$ cat src/shared/act_regs.svh
// Reset values, timebase codes and timing counts for the array counter timebase.
`ifndef ACT_REGS_SVH
`define ACT_REGS_SVH

// ----------------------------------------------------------------------------
// Reset values and counter maximum
// ----------------------------------------------------------------------------
`define ACT_COUNT_RST   16'h0000
`define ACT_BYTE_RST    8'h00
`define ACT_COUNT_MAX   16'hFFFF

// ----------------------------------------------------------------------------
// Timebase select codes
// ----------------------------------------------------------------------------
`define ACT_TB_SYS_DIV12  3'h0
`define ACT_TB_SYS_DIV4   3'h1
`define ACT_TB_TMR0_OVF   3'h2
`define ACT_TB_EXT_EVENT  3'h3
`define ACT_TB_SYS        3'h4
`define ACT_TB_OSC_DIV8   3'h5

// ----------------------------------------------------------------------------
// Timing counts, in system clocks or source edges
// ----------------------------------------------------------------------------
`define ACT_DIV_SYS12   12
`define ACT_DIV_SYS4    4
`define ACT_DIV_OSC8    8
`define ACT_EVENT_GAP   4
`define ACT_GAP_LAST    2'h3
`define ACT_GAP_ZERO    2'h0

`endif

$ cat src/shared/act_pkg.sv
// Types shared by the array counter timebase modules.
package act_pkg;

  typedef logic [7:0]  act_byte_t;
  typedef logic [15:0] act_word_t;

  typedef enum logic [2:0] {
    ACT_TB_SYS_DIV12 = 3'b000,
    ACT_TB_SYS_DIV4  = 3'b001,
    ACT_TB_TMR0_OVF  = 3'b010,
    ACT_TB_EXT_EVENT = 3'b011,
    ACT_TB_SYS       = 3'b100,
    ACT_TB_OSC_DIV8  = 3'b101
  } act_tb_t;

endpackage

$ cat src/rtl/act_edge_sync.sv
// Two-flop synchroniser with rising and falling edge detection.
`timescale 1ns/1ns
module act_edge_sync
(
  input  wire logic clk,
  input  wire logic rst_b,
  input  wire logic din,
  output wire logic rise,
  output wire logic fall
);

  logic sync1_r;
  logic sync2_r;
  logic prev_r;

  // The first stage feeds only the second stage.
  always_ff @(posedge clk or negedge rst_b)
  begin
    if (!rst_b)
    begin
      sync1_r <= 1'b0;
      sync2_r <= 1'b0;
      prev_r  <= 1'b0;
    end
    else
    begin
      sync1_r <= din;
      sync2_r <= sync1_r;
      prev_r  <= sync2_r;
    end
  end

  assign rise = sync2_r & ~prev_r;
  assign fall = prev_r & ~sync2_r;

endmodule // act_edge_sync

$ cat src/rtl/act_divider.sv
// Step divider that pulses once for every DIV input steps.
`timescale 1ns/1ns
module act_divider
#(
  parameter int unsigned DIV = 12,
  parameter int unsigned W   = 4
)
(
  input  wire logic clk,
  input  wire logic rst_b,
  input  wire logic step,
  output logic      tick
);

  logic [W-1:0] cnt_r;
  logic [W-1:0] cnt_nxt;
  wire          last = (cnt_r == W'(DIV - 1));

  assign cnt_nxt = last ? '0 : cnt_r + W'(1);

  always_ff @(posedge clk or negedge rst_b)
  begin
    if (!rst_b)
    begin
      cnt_r <= '0;
      tick  <= 1'b0;
    end
    else
    begin
      tick <= step & last;
      if (step)
      begin
        cnt_r <= cnt_nxt;
      end
    end
  end

endmodule // act_divider

$ cat src/rtl/act_top.sv
// Array counter timebase: 16-bit counter, timebase select, snapshot and overflow.
`timescale 1ns/1ns
`include "act_regs.svh"
// ----------------------------------------------------------------------------
// Summary of operation
// - One 16-bit up-counter, read by software as high and low bytes.
// - Reading the low byte copies the high byte into a snapshot for later.
// - Byte reads never pause or change counting.
// - Timebase select picks sysclk/12, /4, timer0 overflow, event, sysclk, osc/8.
// - Event mode counts at most one falling edge per four system clocks.
// - Oscillator/8 source is synchronised; it must not outrun the system clock.
// - Wrap from all ones to zero sets the overflow flag.
// - Overflow raises an interrupt request only while its enable is one.
// - Flag stays set on vectoring; software clears it.
// - Request needs both global and array interrupt enables.
// - With idle halt zero, counting continues through CPU idle.
// - Overflow during a control register read-modify-write does not set the flag.
// - Counter value is shared with five capture/compare modules.
// ----------------------------------------------------------------------------
module act_top
(
  input  wire logic             clk,
  input  wire logic             rst_b,
  input  wire logic [2:0]       timebase_select,
  input  wire logic             idle_halt_control,
  input  wire logic             cpu_idle,
  input  wire logic             timer0_overflow,
  input  wire logic             external_event_input,
  input  wire logic             ext_osc,
  input  wire logic             rd_low,
  input  wire logic             rd_high,
  input  wire logic             flag_wr_en,
  input  wire logic             flag_wr_data,
  input  wire logic             rmw_ctrl_active,
  input  wire logic             overflow_interrupt_enable,
  input  wire logic             global_interrupt_enable,
  input  wire logic             array_interrupt_enable,
  output act_pkg::act_byte_t    rd_data,
  output act_pkg::act_word_t    counter_array,
  output logic                  counter_overflow_flag,
  output logic                  irq
);

  import act_pkg::*;

  // --------------------------------------------------------------------------
  // Timebase sources
  // --------------------------------------------------------------------------
  logic      tick_div12;
  logic      tick_div4;
  logic      tick_osc8;
  logic      osc_rise;
  logic      evt_fall;
  logic [1:0] gap_r;
  logic [1:0] gap_nxt;
  logic      evt_tick_r;

  act_divider #(.DIV(`ACT_DIV_SYS12), .W(4)) u_div12
  (
    .clk   (clk),
    .rst_b (rst_b),
    .step  (1'b1),
    .tick  (tick_div12)
  );

  act_divider #(.DIV(`ACT_DIV_SYS4), .W(2)) u_div4
  (
    .clk   (clk),
    .rst_b (rst_b),
    .step  (1'b1),
    .tick  (tick_div4)
  );

  // The oscillator is retimed before its edges are divided down.
  act_edge_sync u_osc_sync
  (
    .clk   (clk),
    .rst_b (rst_b),
    .din   (ext_osc),
    .rise  (osc_rise),
    .fall  ()
  );

  act_divider #(.DIV(`ACT_DIV_OSC8), .W(3)) u_div8
  (
    .clk   (clk),
    .rst_b (rst_b),
    .step  (osc_rise),
    .tick  (tick_osc8)
  );

  act_edge_sync u_evt_sync
  (
    .clk   (clk),
    .rst_b (rst_b),
    .din   (external_event_input),
    .rise  (),
    .fall  (evt_fall)
  );

  // A holdoff keeps accepted events at least four clocks apart; with the
  // two-clock level minimum on the input, no legal edge is lost to it.
  wire evt_accept = evt_fall & (gap_r == `ACT_GAP_ZERO);
  assign gap_nxt = evt_accept ? `ACT_GAP_LAST :
                   (gap_r != `ACT_GAP_ZERO) ? gap_r - 2'h1 : gap_r;

  always_ff @(posedge clk or negedge rst_b)
  begin
    if (!rst_b)
    begin
      gap_r      <= `ACT_GAP_ZERO;
      evt_tick_r <= 1'b0;
    end
    else
    begin
      gap_r      <= gap_nxt;
      evt_tick_r <= evt_accept;
    end
  end

  // --------------------------------------------------------------------------
  // Timebase select and run control
  // --------------------------------------------------------------------------
  logic tb_tick;

  always_comb
  begin
    unique case (timebase_select)
      ACT_TB_SYS_DIV12: tb_tick = tick_div12;
      ACT_TB_SYS_DIV4:  tb_tick = tick_div4;
      ACT_TB_TMR0_OVF:  tb_tick = timer0_overflow;
      ACT_TB_EXT_EVENT: tb_tick = evt_tick_r;
      ACT_TB_SYS:       tb_tick = 1'b1;
      ACT_TB_OSC_DIV8:  tb_tick = tick_osc8;
      default:          tb_tick = 1'b0;
    endcase
  end

  wire run      = ~(idle_halt_control & cpu_idle);
  wire step_cnt = tb_tick & run;

  // --------------------------------------------------------------------------
  // Counter, snapshot and read data
  // --------------------------------------------------------------------------
  act_word_t count_r;
  act_word_t count_nxt;
  act_byte_t snap_r;
  act_byte_t snap_nxt;
  act_byte_t rd_nxt;

  // Reads only touch the snapshot and read data, never the count.
  assign count_nxt = step_cnt ? count_r + 16'h0001 : count_r;
  assign snap_nxt  = rd_low ? count_r[15:8] : snap_r;
  assign rd_nxt    = rd_low  ? count_r[7:0] :
                     rd_high ? snap_r : rd_data;

  always_ff @(posedge clk or negedge rst_b)
  begin
    if (!rst_b)
    begin
      count_r       <= `ACT_COUNT_RST;
      counter_array <= `ACT_COUNT_RST;
      snap_r        <= `ACT_BYTE_RST;
      rd_data       <= `ACT_BYTE_RST;
    end
    else
    begin
      count_r       <= count_nxt;
      counter_array <= count_nxt;
      snap_r        <= snap_nxt;
      rd_data       <= rd_nxt;
    end
  end

  // --------------------------------------------------------------------------
  // Overflow flag and interrupt request
  // --------------------------------------------------------------------------
  wire wrap     = step_cnt & (count_r == `ACT_COUNT_MAX);
  wire ovf_set  = wrap & ~rmw_ctrl_active;
  logic flag_nxt;
  logic irq_nxt;

  // Hardware set beats a software clear in the same cycle. Nothing clears
  // the flag on vectoring, so software must do it.
  assign flag_nxt = ovf_set ? 1'b1 :
                    flag_wr_en ? flag_wr_data : counter_overflow_flag;
  assign irq_nxt  = counter_overflow_flag & overflow_interrupt_enable
                    & global_interrupt_enable & array_interrupt_enable;

  always_ff @(posedge clk or negedge rst_b)
  begin
    if (!rst_b)
    begin
      counter_overflow_flag <= 1'b0;
      irq                   <= 1'b0;
    end
    else
    begin
      counter_overflow_flag <= flag_nxt;
      irq                   <= irq_nxt;
    end
  end
endmodule // act_top

$ cat config.mk
export PLATFORM = sky130hd
export DESIGN_NAME = act_top
export DESIGN_NICKNAME = d
export VERILOG_FILES = /design/src/shared/act_pkg.sv /design/src/rtl/act_edge_sync.sv /design/src/rtl/act_divider.sv /design/src/rtl/act_top.sv
export VERILOG_INCLUDE_DIRS = /design/src /design/src/shared
export SDC_FILE = /design/constraint.sdc
export NUM_CORES = 1
export LEC_CHECK = 0
export BUFFER_PORTS_ARGS = -buffer_cell sky130_fd_sc_hd__buf_2
export CAP_MARGIN = 20
export CORE_MARGIN = 2
export CORE_UTILIZATION = 39
export CTS_BUF_LIST = sky130_fd_sc_hd__clkbuf_8 sky130_fd_sc_hd__clkbuf_16
export DETAILED_ROUTE_END_ITERATION = 12
export GPL_TIMING_DRIVEN = 0
export HOLD_SLACK_MARGIN = 0.08
export PLACE_DENSITY = 0.6
export SLEW_MARGIN = 5
export SYNTH_ARGS = -nofsm -noshare
export SYNTH_HDL_FRONTEND = slang
export SYNTH_HIERARCHICAL = 1
export SYNTH_SLANG_ARGS = --single-unit
$ cat constraint.sdc
create_clock -name clk -period 2 [get_ports clk]
set_input_delay 0.5 -clock clk [delete_from_list [all_inputs] [get_ports clk]]
set_output_delay 0.5 -clock clk [all_outputs]
set_load 0.01 [all_outputs]
* After elaboration in Yosys (flattened, before gate mapping)
Cells that the tools add are included.
** Storage, ports and cells
- Register bits :: 55
- Input port bits :: 18
- Output and inout bits :: 26
- Word-level logic and storage cells :: 64
** Cells by class
- Add/subtract/negate cells :: 5
- Eq/ne operators :: 9
- Muxes and demuxes :: 10
- Bitwise logic cells :: 15
- Reduce and logical (&&, ||, !) cells :: 6
** Operators by type and width (number)
- $add A16 B1 Y16 const B :: 1
- $eq A16 B16 Y1 const B :: 1
- $mux W8 :: 2
- $and A1 B1 Y1 :: 11
- $eq A3 B3 Y1 const B :: 3
- $reduce_bool A2 Y1 :: 4
- $eq A3 B2 Y1 const B :: 2
- $mux W2 :: 3
- $pmux W1 S6 :: 1
- $add A4 B1 Y4 const B :: 1
- $eq A4 B4 Y1 const B :: 1
- $mux W4 :: 1
- $not A1 Y1 :: 4
- $add A3 B1 Y3 const B :: 1
- $eq A3 B1 Y1 const B :: 1
- $logic_not A3 Y1 :: 1
- $mux W3 :: 1
- $add A2 B1 Y2 const B :: 1
- $eq A2 B2 Y1 const B :: 1
- $logic_not A2 Y1 :: 1
- $mux W1 :: 2
- $sub A2 B1 Y2 const B :: 1

* Longest topological paths before layout
- Word-level depth :: 6
- Mapped depth :: 5

* By module
Netlist, hierarchy kept.
** By module, submodules not included
- act_top :: times used 1, cells each 149, area an instance 1754.2 µm², seq. area each 925.9 µm²
- act_divider at u_div12 :: times used 1, cells each 22, area an instance 237.7 µm², seq. area each 125.1 µm²
- act_edge_sync :: times used 2, cells each 5, area an instance 90.1 µm², seq. area each 75.1 µm²
- act_divider at u_div8 :: times used 1, cells each 11, area an instance 171.4 µm², seq. area each 100.1 µm²
- act_divider at u_div4 :: times used 1, cells each 8, area an instance 126.4 µm², seq. area each 75.1 µm²

* Worst setup path after synthesis
No wires, ideal clock.
- Path type :: input-to-reg
- Start :: input port rd_low
- End :: register snap_r[3]
- Library setup time :: 0.125 ns
- Arrival :: 1.336 ns
- Required time :: 1.875 ns
- Slack :: 0.539 ns
- Stages on the path :: 3
- Cell sequence :: clkbuf_1 > clkbuf_1 > mux2_2
** RTL lines
- from (decl) :: line act_top.sv:30 : input wire logic rd_low,
- to (signal assigned) :: line act_top.sv:163 : snap_r <= `ACT_BYTE_RST;
- to (signal assigned) :: line act_top.sv:170 : snap_r <= snap_nxt;
- to (decl) :: line act_top.sv:147 : act_byte_t snap_r;
No word-level cell between the ends.

* Worst setup path after layout
- Start :: register count_r[1]
- End :: register counter_overflow_flag
** Between the ends
- Word-level cells in the longest chain between the ends :: 4
- Elaborated cells on any way between the ends :: 5
** RTL lines
- from (decl) :: line act_top.sv:145 : act_word_t count_r;
- from (signal assigned) :: line act_top.sv:161 : count_r <= `ACT_COUNT_RST;
- from (signal assigned) :: line act_top.sv:168 : count_r <= count_nxt;
- $eq A16 B16 Y1 (no source line) *
- $and A1 B1 Y1 * :: line act_top.sv:178 : wire wrap = step_cnt & (count_r == `ACT_COUNT_MAX);
- $and A1 B1 Y1 * :: line act_top.sv:179 : wire ovf_set = wrap & ~rmw_ctrl_active;
- $mux W1 or $reduce_bool A2 Y1 (tied branches)
- to (signal assigned) :: line act_top.sv:199 : counter_overflow_flag <= flag_nxt;
- to (decl) :: line act_top.sv:40 : output logic counter_overflow_flag,
Mark *: on every way between the ends. The rest lies on a longest branch, timed or not.
A chain may end at the register's enable or synchronous reset.

==> flow_summary.ini <==
[clocking]
clock_path_buffers = 2
numCtsBuffers = 5
clkTransAtPathRegs_ps = 100
postCtsHoldBufs = 0
htree_num_levels = 2
clock_sinks = 55
clk_latency_ps = 300
post_cts.repair.setup_buffers = 0
clockRootBuffer = clkbuf_8
tritoncts = built
cts_resized = 0

[power]
intPower_mw = 2.038
power_frac_comb_pct = 23.7
vdd_drop_max_uv = 589.1
power_density_nw_per_um2 = 987.5
power_frac_clock_pct = 24.0
p_switching_mw = 0.8394
p_sw_share_pct = 29.17
seqPwrFrac_pct = 52.2
power.total_mw = 2.878
p_leak_nw = 1.457

[global_route]
grt-ovfl-total = 0
grtUsageTotal_pct = 13.13
antenna_found_initial = 0
grt_pass1_vias = 1543
grt_start_max_net_pins = 30
grt_pass1_wl_um = 7472

[worst_hold_path]
min_path_type = in -> async

[die]
core_um2 = 5991
die_y_um = 83.34
rows = 28
die_w_um = 83.34
start_util_pct = 40.98
die_area_um2 = 6945
io_pins = 44

[timing]
timing.final.crit_share_pct = 81.36
tightest_slew_ps = 632.1
fin_crit_ps = 1627
finalSetupViolCount = 0
fmax_mhz = 614.6
relSlewSlack_pct = 57.86
setup_ws_ps = 372.9
hold_viol_final = 0
grt_setup_unrepaired = no
drv_slew = 0
fin_skew_ps = 10.76
final.setup.tns_ps = 0

[job]
max-cap-violations = 0

[drt]
wl_um = 4275
drc = 0
routedWlPerCell_um = 12.88
vias = 1613
drt-pass1-iter-count = 4
ant_nets = 0
via_per_inst = 4.858
drtIter0Drc = 100

[finish]
fin_util_pct = 48.64
drive_gt1_share_pct = 29.57
finalNetCount = 281
fillers = 545
antenna_cells = 0
syn_to_final_growth_pct = 18.71

[setup_path]
cp_cell_sequence = ha_1 -> and3_1 -> clkbuf_1 -> nand4_2 -> o41ai_2
cp_top_family = flip-flops
crit_buf_inv = 1
critPathCaptureType = register
crit_required_ps = 2190
critPathSlowestCell = dfrtp_1
startpoint_type = register
critical_path_class = reg -> reg
critPathMaxFanout = 6
arrival_ps = 1820
critPathMaxStageDelay_ps = 430

[yosys]
syn_area_um2 = 2455
synth_warnings = 6
syn_avg_cell_area_um2 = 12.40
synthCells = 198

[placement]
hpwl_um = 3192
place_congestion = 0.7040
portBuffers = 41
preCtsSetupSlack_ps = 213.8

[run_status]
status = finished, final reports clean
[state kept, by name, summed over array words and instances (netlist names), 2 cells and up]
register,count
u_div12/cnt_r,4
gap_r,2
u_div8/cnt_r,3
u_div4/cnt_r,2
rd_data,8
snap_r,8
count_r,16
[path summary, 6_finish.rpt]
path / start / end / slack (ps) / cells past startpoint
worst min-delay path: rst_b / rd_data[6] / 210 / 1
min in group clk: external_event_input / u_evt_sync/sync1_r / 310 / 1
worst min register to register: u_evt_sync/sync1_r / u_evt_sync/sync2_r / 360 / 0
worst max register to register: count_r[1] / counter_overflow_flag / 370 / 5
max in group asynchronous: rst_b / u_div4/tick / 1210 / 2
worst max-delay path: count_r[1] / counter_overflow_flag / 370 / 5
[final cells by class]
type                    count  area (um2)  share of cell area [%]
plain buffers               8       38.79                   1.331
inverters                   7       26.28                  0.9017
well taps                  75       93.84                   3.220
clock inverters             2       33.78                   1.159
clock buffers               5       68.82                   2.362
flip-flops and latches     55        1376                   47.23
repair buffers             42       225.2                   7.729
multi-input cells         138        1051                   36.07
[power by group through the flow]
stage	registers (mW)	clock network [mW]	logic, mW
after CTS	1.51	0.722	0.700
after global placement	1.53	0	0.670
final	1.50	0.692	0.683
after global routing	1.54	0.765	0.782
after detailed placement	1.53	0	0.698
after floorplan	1.53	0	0.437
[cells in the final DEF, fill, tap and decap left out, types with 3 or more instances in the layout]
| cell | count |
|---|---|
| dfrtp_1 | 55 |
| buf_2 | 42 |
| xnor2_1 | 15 |
| mux2i_1 | 13 |
| nand2_1 | 13 |
| nand4_1 | 13 |
| mux2_2 | 12 |
| o21ai_0 | 11 |
| conb_1 | 11 |
| inv_1 | 8 |
| clkbuf_1 | 6 |
| ha_1 | 6 |
| nor2_1 | 5 |
| clkbuf_8 | 5 |
| and4_1 | 4 |
| and2_1 | 3 |
| and3_1 | 3 |
| nand3_1 | 3 |
| mux2_4 | 3 |
| nand2b_1 | 3 |
| nor4_1 | 3 |
[worst reg2reg max path, stage by stage (launching register included)]
cell,delay [ps]
dfrtp_1,430
ha_1,190
and3_1,150
clkbuf_1,270
nand4_2,180
o41ai_2,310
[stage by stage]
step / hold slack, ps / area, um2 / std cells
2_1_floorplan: 204.4 / 2492 / 208
3_3_place_gp: 333.4 / 2791 / 324
3_5_place_dp: 344.4 / 2811 / 325
4_1_cts: 233.5 / 2914 / 332
5_1_grt: 251.2 / 2914 / 332
6_report: 205.2 / 2914 / 332
[routing by layer]
layer | wire length (um) | track usage (%) | share of wire (%) | vias up
met5 | 0 | 0 | 0 | -
met2 | 1980 | 20.53 | 46 | 32
met4 | 31 | 3.130 | 0.73 | 0
met3 | 177 | 3.380 | 4.1 | 5
met1 | 2084 | 18.36 | 49 | 767
li1 | - | - | - | 809
Power figures use the tool's default switching activity.
